[src/design/tone_signal_pkg.sv]
// package for the tone signalling controller: register map, field
// positions, tick timing and the bundles that cross the module ports.
// assumes a 100 MHz system clock and a 16-bit register port.
package tone_signal_pkg;

    localparam int CLK_PERIOD_NS = 10;
    localparam int TICK_8K_NS = 125000;
    localparam int TICK_24K_NS = 41660;
    localparam int TICK_64K_NS = 15625;
    localparam int TICK_8K_CYC = TICK_8K_NS / CLK_PERIOD_NS;
    localparam int TICK_24K_CYC = TICK_24K_NS / CLK_PERIOD_NS;
    localparam int TICK_64K_CYC = TICK_64K_NS / CLK_PERIOD_NS;

    localparam logic [7:0] ADDR_IRQ_ENABLE_ONE = 8'h00;
    localparam logic [7:0] ADDR_IRQ_VECTOR_ONE = 8'h01;
    localparam logic [7:0] ADDR_OSC_MODE = 8'h02;
    localparam logic [7:0] ADDR_TONE_CONTROL = 8'h03;
    localparam logic [7:0] ADDR_OSC1_ACTIVE = 8'h04;
    localparam logic [7:0] ADDR_OSC1_INACTIVE = 8'h05;
    localparam logic [7:0] ADDR_OSC2_ACTIVE = 8'h06;
    localparam logic [7:0] ADDR_OSC2_INACTIVE = 8'h07;
    localparam logic [7:0] ADDR_FSK_DATA = 8'h08;
    localparam logic [7:0] ADDR_FSK_COEFF0 = 8'h09;
    localparam logic [7:0] ADDR_BILL_FREQ = 8'h11;
    localparam logic [7:0] ADDR_BILL_AMP = 8'h12;
    localparam logic [7:0] ADDR_BILL_RAMP = 8'h13;
    localparam logic [7:0] ADDR_BILL_AGC = 8'h14;
    localparam logic [7:0] ADDR_BILL_ACTIVE = 8'h15;
    localparam logic [7:0] ADDR_BILL_INACTIVE = 8'h16;
    localparam logic [7:0] ADDR_BILL_CONTROL = 8'h17;
    localparam logic [7:0] ADDR_BILL_VOLUME = 8'h18;

    // fsk coefficient order after ADDR_FSK_COEFF0
    localparam int FSK_SPACE_FREQ = 0;
    localparam int FSK_MARK_FREQ = 1;
    localparam int FSK_SPACE_AMP = 2;
    localparam int FSK_MARK_AMP = 3;
    localparam int FSK_RISE_HIGH = 4;
    localparam int FSK_RISE_LOW = 5;
    localparam int FSK_FALL_HIGH = 6;
    localparam int FSK_FALL_LOW = 7;
    localparam int FSK_COEFF_NUM = 8;

    // irq vector / enable bit positions
    localparam int IRQ_TONE1_ACTIVE = 0;
    localparam int IRQ_TONE1_INACTIVE = 1;
    localparam int IRQ_TONE2_ACTIVE = 2;
    localparam int IRQ_TONE2_INACTIVE = 3;
    localparam int IRQ_BILL_ACTIVE = 4;
    localparam int IRQ_BILL_INACTIVE = 5;
    localparam int IRQ_FSK_BYTE = 6;
    localparam int IRQ_NUM = 7;

    // oscillator_mode_reg fields
    localparam int MODE_FSK_ENABLE = 0;
    localparam int MODE_FSK_RAW_BYTE = 1;
    // tone control fields, generator n at 4*n
    localparam int TONE_ON = 0;
    localparam int TONE_ACTIVE_TIMER_ON = 1;
    localparam int TONE_INACTIVE_TIMER_ON = 2;
    // billing control fields; bits 0-2 in billing_control_reg, bit 3 read-only (volume nonzero)
    localparam int BILL_ACTIVE_TIMER_ON = 0;
    localparam int BILL_INACTIVE_TIMER_ON = 1;
    localparam int BILL_GENERATOR_ON = 2;
    localparam int BILL_WAVEFORM_PRESENT = 3;

    localparam logic [15:0] VOLUME_FULL = 16'h7fff;
    localparam logic [15:0] COEFF_KEEP_MASK = 16'hfff8;
    localparam int FRAMED_LEN = 10;
    localparam int RAW_LEN = 8;

    typedef struct packed {
        logic [7:0] addr;
        logic [15:0] wdata;
        logic wr;
        logic rd;
    } reg_req_t;

    typedef struct packed {
        logic symbol;
        logic [15:0] freq;
        logic [15:0] amp;
        logic trans_valid;
        logic [15:0] trans_high;
        logic [15:0] trans_low;
    } fsk_drive_t;

endpackage

[src/design/tone_signal_ctrl.sv]
// tone signalling controller: cadence timers for two tone generators,
// fsk caller id serialiser driving oscillator 1, billing tone generator
// with volume envelope. assumes a 16-bit register port on clk_sys and
// a transmit-path level sample from logic on the same clock.
`timescale 1ns/1ps
module tone_signal_ctrl
    import tone_signal_pkg::*;
#(
    parameter int TICK_8K = TICK_8K_CYC,
    parameter int TICK_24K = TICK_24K_CYC,
    parameter int TICK_64K = TICK_64K_CYC
) (
    // clock and reset
    input wire logic clk_sys,
    input wire logic reset,
    // register port
    input wire reg_req_t bus_req,
    output logic [15:0] bus_rdata,
    // transmit path level for the clip detector
    input wire logic [15:0] tx_level,
    // outputs
    output logic irq,
    output logic tone1_on,
    output logic tone2_on,
    output fsk_drive_t fsk_drive,
    output logic [15:0] billing_volume,
    output logic [15:0] billing_dac
);

    // sample strobes: 8 kHz, 24 kHz, 64 kHz
    logic [2:0] tick;
    genvar g;
    generate
        for (g = 0; g < 3; g++) begin : gen_div
            localparam int DIV = (g == 0) ? TICK_8K :
                (g == 1) ? TICK_24K : TICK_64K;
            logic [15:0] div_reg;
            always_ff @(posedge clk_sys or posedge reset) begin
                if (reset) begin
                    div_reg <= 16'h0000;
                    tick[g] <= 1'b0;
                end else if (div_reg == 16'(DIV - 1)) begin
                    div_reg <= 16'h0000;
                    tick[g] <= 1'b1;
                end else begin
                    div_reg <= div_reg + 16'h0001;
                    tick[g] <= 1'b0;
                end
            end
        end
    endgenerate

    logic wr_hit;
    logic [7:0] waddr;
    assign wr_hit = bus_req.wr;
    assign waddr = bus_req.addr;

    // software registers
    logic [IRQ_NUM-1:0] irq_enable_one_reg;
    logic [IRQ_NUM-1:0] irq_vector_one_reg;
    logic [1:0] oscillator_mode_reg;
    logic [7:0] tone_control_reg;
    logic [15:0] active_period_reg [3];
    logic [15:0] inactive_period_reg [3];
    logic [15:0] fsk_coeff_reg [FSK_COEFF_NUM];
    logic [15:0] billing_freq_coeff_reg;
    logic [15:0] billing_amp_coeff_reg;
    logic [15:0] billing_ramp_step_reg;
    logic [15:0] billing_agc_threshold_reg;
    logic [2:0] billing_control_reg;

    logic fsk_mode;
    logic fsk_raw;
    assign fsk_mode = oscillator_mode_reg[MODE_FSK_ENABLE];
    assign fsk_raw = oscillator_mode_reg[MODE_FSK_RAW_BYTE];

    always_ff @(posedge clk_sys or posedge reset) begin
        if (reset) begin
            irq_enable_one_reg <= '0;
            oscillator_mode_reg <= 2'h0;
            tone_control_reg <= 8'h00;
            billing_freq_coeff_reg <= 16'h0000;
            billing_amp_coeff_reg <= 16'h0000;
            billing_ramp_step_reg <= 16'h0000;
            billing_agc_threshold_reg <= 16'h0000;
            billing_control_reg <= 3'h0;
            for (int i = 0; i < 3; i++) begin
                active_period_reg[i] <= 16'h0000;
                inactive_period_reg[i] <= 16'h0000;
            end
            for (int i = 0; i < FSK_COEFF_NUM; i++) begin
                fsk_coeff_reg[i] <= 16'h0000;
            end
        end else if (wr_hit) begin
            case (waddr)
                ADDR_IRQ_ENABLE_ONE:
                    irq_enable_one_reg <= bus_req.wdata[IRQ_NUM-1:0];
                ADDR_OSC_MODE: oscillator_mode_reg <= bus_req.wdata[1:0];
                ADDR_TONE_CONTROL: tone_control_reg <= bus_req.wdata[7:0];
                ADDR_OSC1_ACTIVE: active_period_reg[0] <= bus_req.wdata;
                ADDR_OSC1_INACTIVE: inactive_period_reg[0] <= bus_req.wdata;
                ADDR_OSC2_ACTIVE: active_period_reg[1] <= bus_req.wdata;
                ADDR_OSC2_INACTIVE: inactive_period_reg[1] <= bus_req.wdata;
                ADDR_BILL_ACTIVE: active_period_reg[2] <= bus_req.wdata;
                ADDR_BILL_INACTIVE: inactive_period_reg[2] <= bus_req.wdata;
                ADDR_BILL_FREQ: billing_freq_coeff_reg <= bus_req.wdata;
                ADDR_BILL_AMP: billing_amp_coeff_reg <= bus_req.wdata;
                ADDR_BILL_RAMP: billing_ramp_step_reg <= bus_req.wdata;
                ADDR_BILL_AGC: billing_agc_threshold_reg <= bus_req.wdata;
                ADDR_BILL_CONTROL:
                    billing_control_reg <= bus_req.wdata[2:0];
                default: begin
                    if (waddr >= ADDR_FSK_COEFF0 &&
                        waddr < ADDR_FSK_COEFF0 + 8'(FSK_COEFF_NUM)) begin
                        fsk_coeff_reg[3'(waddr - ADDR_FSK_COEFF0)] <=
                            bus_req.wdata;
                    end
                end
            endcase
        end
    end

    // cadence timers: 0 = tone 1, 1 = tone 2, 2 = billing
    logic [2:0] gen_en;
    logic [2:0] ta_en;
    logic [2:0] ti_en;
    logic [2:0] timer_tick;
    logic [2:0] act_expire;
    logic [2:0] inact_expire;
    logic [2:0] gate;
    logic fsk_bit_tick;

    assign gen_en = {billing_control_reg[BILL_GENERATOR_ON],
        tone_control_reg[4 + TONE_ON], tone_control_reg[TONE_ON]};
    assign ta_en = {billing_control_reg[BILL_ACTIVE_TIMER_ON],
        tone_control_reg[4 + TONE_ACTIVE_TIMER_ON],
        tone_control_reg[TONE_ACTIVE_TIMER_ON]};
    assign ti_en = {billing_control_reg[BILL_INACTIVE_TIMER_ON],
        tone_control_reg[4 + TONE_INACTIVE_TIMER_ON],
        tone_control_reg[TONE_INACTIVE_TIMER_ON]};
    // fsk mode clocks oscillator 1's active timer at 24 kHz
    assign timer_tick = {tick[0], tick[0],
        fsk_mode ? tick[1] : tick[0]};
    assign fsk_bit_tick = fsk_mode & act_expire[0];

    generate
        for (g = 0; g < 3; g++) begin : gen_timer
            logic [15:0] count_reg;
            logic inactive_phase_reg;
            logic running_reg;
            logic fsk_timer;
            logic timed;
            assign fsk_timer = (g == 0) && fsk_mode;
            assign timed = ta_en[g] | ti_en[g];
            assign act_expire[g] = gen_en[g] & running_reg & timed &
                ta_en[g] & !inactive_phase_reg & timer_tick[g] &
                (count_reg >= active_period_reg[g]);
            assign inact_expire[g] = gen_en[g] & running_reg &
                inactive_phase_reg & timer_tick[g] &
                (count_reg >= inactive_period_reg[g]);
            assign gate[g] = gen_en[g] & (!timed |
                (running_reg & !inactive_phase_reg));
            always_ff @(posedge clk_sys or posedge reset) begin
                if (reset) begin
                    count_reg <= 16'h0000;
                    inactive_phase_reg <= 1'b0;
                    running_reg <= 1'b1;
                end else if (!gen_en[g]) begin
                    count_reg <= 16'h0000;
                    inactive_phase_reg <= 1'b0;
                    running_reg <= 1'b1;
                end else if (act_expire[g]) begin
                    count_reg <= 16'h0000;
                    if (!fsk_timer) begin
                        inactive_phase_reg <= ti_en[g];
                        running_reg <= ti_en[g];
                    end
                end else if (inact_expire[g]) begin
                    count_reg <= 16'h0000;
                    inactive_phase_reg <= 1'b0;
                end else if (timer_tick[g] & running_reg & timed) begin
                    count_reg <= count_reg + 16'h0001;
                end
            end
        end
    endgenerate

    // fsk serialiser
    typedef enum logic [1:0] {
        FSK_IDLE = 2'b01,
        FSK_SEND = 2'b10
    } fsk_state_t;
    fsk_state_t fsk_state_reg;
    logic [7:0] fsk_hold_reg;
    logic fsk_hold_full_reg;
    logic [9:0] fsk_shift_reg;
    logic [3:0] fsk_left_reg;
    logic fsk_symbol_reg;
    logic fsk_load;
    logic fsk_data_wr;
    logic [3:0] seq_len;

    assign fsk_data_wr = wr_hit && waddr == ADDR_FSK_DATA;
    assign seq_len = fsk_raw ? 4'(RAW_LEN) : 4'(FRAMED_LEN);
    assign fsk_load = fsk_bit_tick & fsk_hold_full_reg &
        (fsk_state_reg == FSK_IDLE || fsk_left_reg == 4'h1);

    always_ff @(posedge clk_sys or posedge reset) begin
        if (reset) begin
            fsk_hold_reg <= 8'h00;
            fsk_hold_full_reg <= 1'b0;
        end else if (fsk_data_wr) begin
            fsk_hold_reg <= bus_req.wdata[7:0];
            fsk_hold_full_reg <= 1'b1;
        end else if (fsk_load) begin
            fsk_hold_full_reg <= 1'b0;
        end
    end

    always_ff @(posedge clk_sys or posedge reset) begin
        if (reset) begin
            fsk_state_reg <= FSK_IDLE;
            fsk_shift_reg <= 10'h3ff;
            fsk_left_reg <= 4'h0;
            fsk_symbol_reg <= 1'b1;
        end else if (!fsk_mode) begin
            fsk_state_reg <= FSK_IDLE;
            fsk_left_reg <= 4'h0;
            fsk_symbol_reg <= 1'b1;
        end else if (fsk_bit_tick) begin
            case (fsk_state_reg)
                FSK_IDLE: begin
                    if (fsk_load) begin
                        fsk_state_reg <= FSK_SEND;
                        // stop mark, data lsb first, start space
                        fsk_shift_reg <= fsk_raw ? {2'b11, fsk_hold_reg} :
                            {1'b1, fsk_hold_reg, 1'b0};
                        fsk_left_reg <= seq_len;
                    end
                    fsk_symbol_reg <= 1'b1;
                end
                FSK_SEND: begin
                    fsk_symbol_reg <= fsk_shift_reg[0];
                    if (fsk_load) begin
                        fsk_shift_reg <= fsk_raw ? {2'b11, fsk_hold_reg} :
                            {1'b1, fsk_hold_reg, 1'b0};
                        fsk_left_reg <= seq_len;
                    end else if (fsk_left_reg == 4'h1) begin
                        fsk_state_reg <= FSK_IDLE;
                        fsk_left_reg <= 4'h0;
                    end else begin
                        fsk_shift_reg <= {1'b1, fsk_shift_reg[9:1]};
                        fsk_left_reg <= fsk_left_reg - 4'h1;
                    end
                end
                default: fsk_state_reg <= FSK_IDLE;
            endcase
        end
    end

    // oscillator 1 drive, updated at the 24 kHz sample rate
    logic fsk_last_reg;
    always_ff @(posedge clk_sys or posedge reset) begin
        if (reset) begin
            fsk_drive <= '0;
            fsk_last_reg <= 1'b0;
        end else if (tick[1]) begin
            fsk_last_reg <= fsk_symbol_reg;
            fsk_drive.symbol <= fsk_symbol_reg;
            fsk_drive.freq <= COEFF_KEEP_MASK & (fsk_symbol_reg ?
                fsk_coeff_reg[FSK_MARK_FREQ] :
                fsk_coeff_reg[FSK_SPACE_FREQ]);
            fsk_drive.amp <= COEFF_KEEP_MASK & (fsk_symbol_reg ?
                fsk_coeff_reg[FSK_MARK_AMP] :
                fsk_coeff_reg[FSK_SPACE_AMP]);
            fsk_drive.trans_valid <= fsk_mode &
                (fsk_symbol_reg != fsk_last_reg);
            fsk_drive.trans_high <= COEFF_KEEP_MASK & (fsk_symbol_reg ?
                fsk_coeff_reg[FSK_RISE_HIGH] :
                fsk_coeff_reg[FSK_FALL_HIGH]);
            fsk_drive.trans_low <= COEFF_KEEP_MASK & (fsk_symbol_reg ?
                fsk_coeff_reg[FSK_RISE_LOW] :
                fsk_coeff_reg[FSK_FALL_LOW]);
        end else begin
            fsk_drive.trans_valid <= 1'b0;
        end
    end

    // interrupt pending flags; a set in the clearing cycle wins
    logic [IRQ_NUM-1:0] irq_set;
    logic [IRQ_NUM-1:0] irq_clr;
    assign irq_set = {fsk_load, inact_expire[2], act_expire[2],
        inact_expire[1], act_expire[1],
        inact_expire[0], act_expire[0] & !fsk_mode};
    assign irq_clr = (wr_hit && waddr == ADDR_IRQ_VECTOR_ONE) ?
        bus_req.wdata[IRQ_NUM-1:0] : '0;

    always_ff @(posedge clk_sys or posedge reset) begin
        if (reset) begin
            irq_vector_one_reg <= '0;
            irq <= 1'b0;
        end else begin
            irq_vector_one_reg <= (irq_vector_one_reg & ~irq_clr) |
                irq_set;
            irq <= |(irq_vector_one_reg & irq_enable_one_reg);
        end
    end

    // billing tone envelope
    logic [15:0] volume_reg;
    logic billing_on;
    logic [16:0] vol_up;
    logic clipped;
    assign billing_on = gate[2];
    assign vol_up = {1'b0, volume_reg} + {1'b0, billing_ramp_step_reg};
    assign clipped = tx_level > billing_agc_threshold_reg;

    always_ff @(posedge clk_sys or posedge reset) begin
        if (reset) begin
            volume_reg <= 16'h0000;
        end else if (tick[0]) begin
            if (billing_on) begin
                if (!clipped) begin
                    volume_reg <= (vol_up > {1'b0, VOLUME_FULL}) ?
                        VOLUME_FULL : vol_up[15:0];
                end
            end else if (volume_reg > billing_ramp_step_reg) begin
                volume_reg <= volume_reg - billing_ramp_step_reg;
            end else begin
                volume_reg <= 16'h0000;
            end
        end
    end

    // billing resonant oscillator at 64 kHz: y = 2c*y1 - y2
    logic signed [15:0] y1_reg;
    logic signed [15:0] y2_reg;
    logic signed [31:0] coeff_prod;
    logic signed [31:0] env_prod;
    assign coeff_prod = $signed(COEFF_KEEP_MASK & billing_freq_coeff_reg)
        * y1_reg;
    assign env_prod = y1_reg * $signed(volume_reg);

    always_ff @(posedge clk_sys or posedge reset) begin
        if (reset) begin
            y1_reg <= 16'sh0000;
            y2_reg <= 16'sh0000;
        end else if (!billing_on && volume_reg == 16'h0000) begin
            y1_reg <= $signed(billing_amp_coeff_reg);
            y2_reg <= 16'sh0000;
        end else if (tick[2]) begin
            y1_reg <= 16'(coeff_prod >>> 13) - y2_reg;
            y2_reg <= y1_reg;
        end
    end

    always_ff @(posedge clk_sys or posedge reset) begin
        if (reset) begin
            billing_dac <= 16'h0000;
            billing_volume <= 16'h0000;
            tone1_on <= 1'b0;
            tone2_on <= 1'b0;
        end else begin
            billing_dac <= 16'(env_prod >>> 15);
            billing_volume <= volume_reg;
            tone1_on <= gate[0];
            tone2_on <= gate[1];
        end
    end

    // register read port, data valid in the following cycle only
    always_ff @(posedge clk_sys or posedge reset) begin
        if (reset) begin
            bus_rdata <= 16'h0000;
        end else if (bus_req.rd) begin
            case (bus_req.addr)
                ADDR_IRQ_ENABLE_ONE: bus_rdata <= 16'(irq_enable_one_reg);
                ADDR_IRQ_VECTOR_ONE:
                    bus_rdata <= 16'(irq_vector_one_reg);
                ADDR_OSC_MODE: bus_rdata <= 16'(oscillator_mode_reg);
                ADDR_TONE_CONTROL: bus_rdata <= 16'(tone_control_reg);
                ADDR_OSC1_ACTIVE: bus_rdata <= active_period_reg[0];
                ADDR_OSC1_INACTIVE: bus_rdata <= inactive_period_reg[0];
                ADDR_OSC2_ACTIVE: bus_rdata <= active_period_reg[1];
                ADDR_OSC2_INACTIVE: bus_rdata <= inactive_period_reg[1];
                ADDR_BILL_ACTIVE: bus_rdata <= active_period_reg[2];
                ADDR_BILL_INACTIVE: bus_rdata <= inactive_period_reg[2];
                ADDR_FSK_DATA: bus_rdata <= 16'(fsk_hold_reg);
                ADDR_BILL_FREQ: bus_rdata <= billing_freq_coeff_reg;
                ADDR_BILL_AMP: bus_rdata <= billing_amp_coeff_reg;
                ADDR_BILL_RAMP: bus_rdata <= billing_ramp_step_reg;
                ADDR_BILL_AGC: bus_rdata <= billing_agc_threshold_reg;
                ADDR_BILL_CONTROL: bus_rdata <= 16'({
                    volume_reg != 16'h0000, billing_control_reg});
                ADDR_BILL_VOLUME: bus_rdata <= volume_reg;
                default: begin
                    if (bus_req.addr >= ADDR_FSK_COEFF0 && bus_req.addr <
                        ADDR_FSK_COEFF0 + 8'(FSK_COEFF_NUM)) begin
                        bus_rdata <= fsk_coeff_reg[
                            3'(bus_req.addr - ADDR_FSK_COEFF0)];
                    end else begin
                        bus_rdata <= 16'h0000;
                    end
                end
            endcase
        end else begin
            bus_rdata <= 16'h0000;
        end
    end

endmodule

[config.mk]
export PLATFORM = sky130hd
export DESIGN_NAME = tone_signal_ctrl
export DESIGN_NICKNAME = d
export VERILOG_FILES = /design/src/design/tone_signal_pkg.sv /design/src/design/tone_signal_ctrl.sv
export SDC_FILE = /design/constraint.sdc
export NUM_CORES = 2
export LEC_CHECK = 0
export BUFFER_PORTS_ARGS = -buffer_cell sky130_fd_sc_hd__buf_2
export CAP_MARGIN = 5
export CORE_ASPECT_RATIO = 1.4
export CORE_MARGIN = 2
export CORE_UTILIZATION = 35
export DETAILED_ROUTE_END_ITERATION = 10
export SLEW_MARGIN = 5
export SYNTH_ARGS = -nofsm -noshare
export SYNTH_HDL_FRONTEND = slang
export SYNTH_SLANG_ARGS = --single-unit
[constraint.sdc]
create_clock -name clk_sys -period 64.5 [get_ports clk_sys]
set_input_delay 16.125 -clock clk_sys [delete_from_list [all_inputs] [get_ports clk_sys]]
set_output_delay 16.125 -clock clk_sys [all_outputs]
set_load 0.02 [all_outputs]
Word level (Yosys, flattened, before mapping)
Index checks and enable logic that the tools add are counted.
W data, S select, Z words.
{"block": "op_classes", "n_mux": 81, "n_reduce_logical": 44, "shift": 0, "bitwise": 56, "div_mod_pow": 0, "eq_ne": 42, "multipliers": 2, "n_lt_le_gt_ge": 13, "n_addsub": 11}
{"operator": "$mux W16", "count": 32}
{"operator": "$pmux W16 S17", "count": 1}
{"operator": "$bwmux W128", "count": 1}
{"operator": "$add A16 B1 Y16 const B", "count": 6}
{"operator": "$ge A16 B16 Y1", "count": 6}
{"operator": "$eq A8 B5 Y1 const B", "count": 8}
{"operator": "$bmux W16 S3", "count": 1}
{"operator": "$demux W16 S3", "count": 1}
{"operator": "$and A1 B1 Y1", "count": 44}
{"operator": "$reduce_and A2 Y1", "count": 18}
{"operator": "$eq A8 B3 Y1 const B", "count": 4}
{"operator": "$gt A16 B16 Y1", "count": 2}
{"operator": "$sub A16 B16 Y16", "count": 2}
{"operator": "$mul A16 B16 Y31", "count": 1}
{"operator": "$mux W10", "count": 3}
{"operator": "$mul A13 B16 Y26", "count": 1}
{"operator": "$mux W1", "count": 25}
{"operator": "$mux W4", "count": 5}
{"operator": "$pmux W10 S2", "count": 1}
{"operator": "$add A16 B16 Y17", "count": 1}
{"operator": "$gt A17 B15 Y1 const B", "count": 1}
{"operator": "$eq A16 B11 Y1 const B", "count": 1}
{"operator": "$eq A16 B13 Y1 const B", "count": 1}
{"operator": "$eq A16 B14 Y1 const B", "count": 1}
{"operator": "42 further kinds", "count": 82}
{"block": "totals", "output_inout_bits": 117, "mem_count": 0, "regBits": 599, "wordCells": 308, "latchBits": 0, "mem_bits_rw": 0, "rom_bits": 0, "in_bits": 44}

Longest topological paths before layout
{"block": "logic_depth", "ltp_word": 13, "ltp_mapped": 33, "depth_no_buf": 32}

Least setup slack after synthesis
OpenSTA, ideal clock, no wires.
{"block": "synth_path", "path_kind": "input -> register", "start": "input port bus_req[18] (netlist name)", "end": "register fsk_coeff_reg[16] (netlist name)", "t_required_ns": 64.375, "stages": 13, "arrival_ns": 19.306, "path_buffers": 5, "slack_ns": 45.069, "setup_time_ns": 0.125, "cell_sequence": "buf_1 clkbuf_1 inv_1 ha_1 and2_1 clkbuf_1 or4_4 nor4_2 and4b_1 buf_4 nand2_4 buf_6 mux2_4"}
{"block": "synth_via", "elab_chain_len": 7, "elab_cells_between_ends": 28, "cone_classes": "1 x add/sub; 4 x order compare; 13 x eq/ne; 3 x mux; 2 x bitwise; 5 x reduce/logical"}
{"element": "start: declaration", "line": "tone_signal_ctrl.sv:17", "rtl": "input wire reg_req_t bus_req,"}
{"element": "$sub A3 B1 Y3", "line": "tone_signal_ctrl.sv:115", "rtl": "fsk_coeff_reg[3'(waddr - ADDR_FSK_COEFF0)] <="}
{"element": "$not A3 Y4 (implied by the code)", "line": "tone_signal_ctrl.sv:115"}
{"element": "$ge A4 B4 Y1 (implied by the code) or $lt A4 B1 Y1 (tied branches)", "line": "tone_signal_ctrl.sv:115"}
{"element": "$logic_and A1 B1 Y1 (implied by the code)", "line": "tone_signal_ctrl.sv:115"}
{"element": "$mux W16 (implied by the code)", "line": "tone_signal_ctrl.sv:115"}
{"element": "$demux W16 S3", "line": "tone_signal_ctrl.sv:115"}
{"element": "$bwmux W128", "line": "tone_signal_ctrl.sv:115"}
{"element": "end signal: indexed assignment", "line": "tone_signal_ctrl.sv:115"}
{"element": "end: declaration", "line": "tone_signal_ctrl.sv:65", "rtl": "logic [15:0] fsk_coeff_reg [FSK_COEFF_NUM];"}
Several ways; a longest one is shown, not always the timed one.
A chain may end at the register's enable or synchronous reset.

Worst setup path in the final report
{"block": "layout_path", "start": "input port bus_req[18] (netlist name)", "end": "register fsk_coeff_reg[25] (netlist name)"}
Same word-level chain as after synthesis.

==> results.txt <==
Post-synth EDFFs -> 0
Starting Density -> 35.1%
Sequential area share after synthesis -> 31.5%
Final Hold Viols -> 0
Fmax -> 52.5 MHz
Slew @ Worst Pin -> 1.16 ns
Vias per cell -> 5.28
Post-synth ARST share -> 100%
Min Tclk post-route -> 19.05 ns
FF-to-FF Start -> billing_freq_coeff_reg[6]
Worst setup EP type -> register
Max Cap Violations -> 0
TritonCTS clock tree -> done
Gr ovfl total -> 0
Routed WL -> 146 mm
Count of different cell masters after synthesis -> 88
Final Cell Area -> 0.0523 mm^2
PortBufs -> 148
Via Count -> 34.5k
Post-route clock period utilization -> 29.5%
Ys Warns -> 0
Post-CTS setup buffers -> 0
Arrival @ worst endpoint -> 19.59 ns
WL/cell -> 22.3 um
Avg Inst Size Synth -> 10.2 um^2
Setup CP Type -> input port to register
Core Footprint -> 0.135 mm^2
Post-CTS Hold Fix Bufs -> 0
Max H-tree Level -> 3
Final Max Slew Viols -> 0
Top Ports -> 161
CTS Buffer Depth -> 3
Req. time, crit path -> 65.05 ns
DR DRC count -> 0
Final setup vio count -> 0
Worst reg-to-reg path cell count -> 30
First-pass DRT Iterations -> 8
Pleak -> 25.6 nW
Worst hold-check path type -> register to register
Setup ws final -> 45.45 ns
Total GRT Usage -> 21.1%
Post-cts sizing count -> 0
Die Y -> 440 um
Hold path depth -> 1
R2R setup slack -> 56.23 ns
Setup crit start kind -> input port
Inserted Clock Buffers -> 68
Setup WS pre-CTS -> 44.87 ns
Layout cell share with drive strength beyond 1 -> 14.8%
Total power -> 0.897 mW
R2R Path End -> y1_reg[14]
Main synth FF type -> dfrtp_1
Number of flip-flops under the largest register name -> 128
Status -> finished, final reports clean
Fin cells -> 6,524
Critical path endpoint -> fsk_coeff_reg[25]
Clock latency on the worst-skew pair -> 0.69 ns
Clock root cell -> clkbuf_16
First-pass GRT wire length -> 222 mm
Largest net degree at the start of global routing -> 154
Initial DRC count -> 2,383
Cell Pwr Density -> 17.1 mW/mm^2
Maximum vdd drop -> 0.0160 mV
CP max FO -> 22
Clk sink count -> 598
Setup TNS -> 0 ns
Routed Antenna Nets -> 0
Layout Nets -> 5,475
Post-Syn Area -> 0.0475 mm^2
Normalized max-slew margin -> 21.8%
Yosys reg bits -> 598
Placed insts -> 6,396
Area growth syn-to-layout -> 10.1%
Crit path launch -> bus_req[18]
Synth Instances -> 4,647
Layout Utilization -> 38.6%
Gpl congestion -> 0.939
Clk slew on worst S/H paths -> 0.06 ns
Dpl hpwl -> 109 mm
Clk_skew -> 0.0460 ns
Initial antenna violation count -> 12
Vias in the first global route -> 36.6k
Die X -> 315 um
Die area -> 0.139 mm^2
DP Area -> 0.0499 mm^2
Row cnt -> 160
Hold slack final -> 0.459 ns
RSZ-0062 raised after global routing -> no
## synthesized netlist by cell type, drive strengths merged (43+ instances only)
master	count	share of area, %
o21ai	122	1.3
mux2	333	8.0
xor2	49	0.90
fa	435	18
nand4	45	0.59
mux2i	162	3.4
nand3	61	0.64
ha	312	8.2
a21oi	123	1.3
nand2	446	3.6
clkbuf	199	1.6
buf	54	0.72
nor3	43	0.45
a22oi	62	0.98
nor2	246	2.0
a21o	65	1.0
inv	611	4.8
and2	213	2.8
dfrtp	584	31
xnor2	102	1.9
## cell usage in the layout (no fill, tap or decap), drive strengths merged, types with 14 or more instances in the layout
cell type  instances
a221oi            38
dfrtp            584
a22oi             62
nor2             246
dfstp             14
o21ai            122
nand4             45
a21o              65
nand2            446
a21oi            123
and3              25
ha               312
inv              614
nor2b             32
clkinv            23
nor3              43
a22o              25
and2             213
buf              209
xnor2            102
nor4              18
o21a              19
mux2             333
xor2              49
mux2i            162
fa               435
nand2b            41
nand3             61
clkbuf            85
## critical path, stage by stage
cell and delay, ns:
buf_4 0.33, inv_1 0.15, ha_1 0.27, and2_1 0.40, or4_4 0.65, nor4_2 0.41
and4b_1 0.55, nand2_4 0.28, mux2_4 0.40
## cell families (layout without fill, tap and decap cells)
| logic type | count (synthesis) | in the layout | synth area share (%) |
|---|---|---|---|
| AOI/OAI and AO/OA | 564 | 564 | 8.02 |
| adders and majority gates | 747 | 747 | 26.5 |
| muxes | 495 | 495 | 11.4 |
| and+or+nand+nor | 1226 | 1226 | 12.6 |
| xor gates and xnor gates | 151 | 151 | 2.78 |
| other | 1 | 17 | 0.00789 |
| buffers and inverters | 865 | 944 | 7.12 |
| DFF | 598 | 598 | 31.5 |
## how the worst min path moves through the flow
| stage | start | to | slack (ns) |
|---|---|---|---|
| 4_1_cts | gen_div[0].div_reg[0] | gen_div[0].div_reg[0] | 0.47 |
| 3_3_place_gp | gen_div[0].div_reg[0] | gen_div[0].div_reg[0] | 0.44 |
| 6_report | gen_div[0].div_reg[0] | gen_div[0].div_reg[0] | 0.46 |
| 5_1_grt | gen_div[0].div_reg[0] | gen_div[0].div_reg[0] | 0.49 |
| 2_1_floorplan | volume_reg[11] | billing_volume[11] | 0.40 |
| 3_5_place_dp | gen_div[0].div_reg[0] | gen_div[0].div_reg[0] | 0.46 |
## cell type report
| cell class | count | area [um^2] |
|---|---|---|
| multi-input cells | 3195 | 29200 |
| inverters | 612 | 2300 |
| clock buffers | 85 | 1830 |
| repair buffers | 209 | 1210 |
| clock inverters | 38 | 514 |
| fillers | 13417 | 83000 |
| diodes | 5 | 12.5 |
| well taps | 1782 | 2230 |
| flip-flops and latches | 598 | 15000 |
## report_power, final
group / switching, mW / internal [mW] / total, mW
Combinational: 0.0518 / 0.0311 / 0.0829
Clock: 0.183 / 0.231 / 0.413
Sequential: 0.0145 / 0.386 / 0.400
## metal layers
layer	track usage, %	wire, um	vias to the layer above
met5	0	60	-
met4	11.1	7960	12
met3	4.20	8870	371
met2	37.0	73500	1013
met1	24.3	55300	17703
li1	-	-	15361
Power figures use the tool's default switching activity.
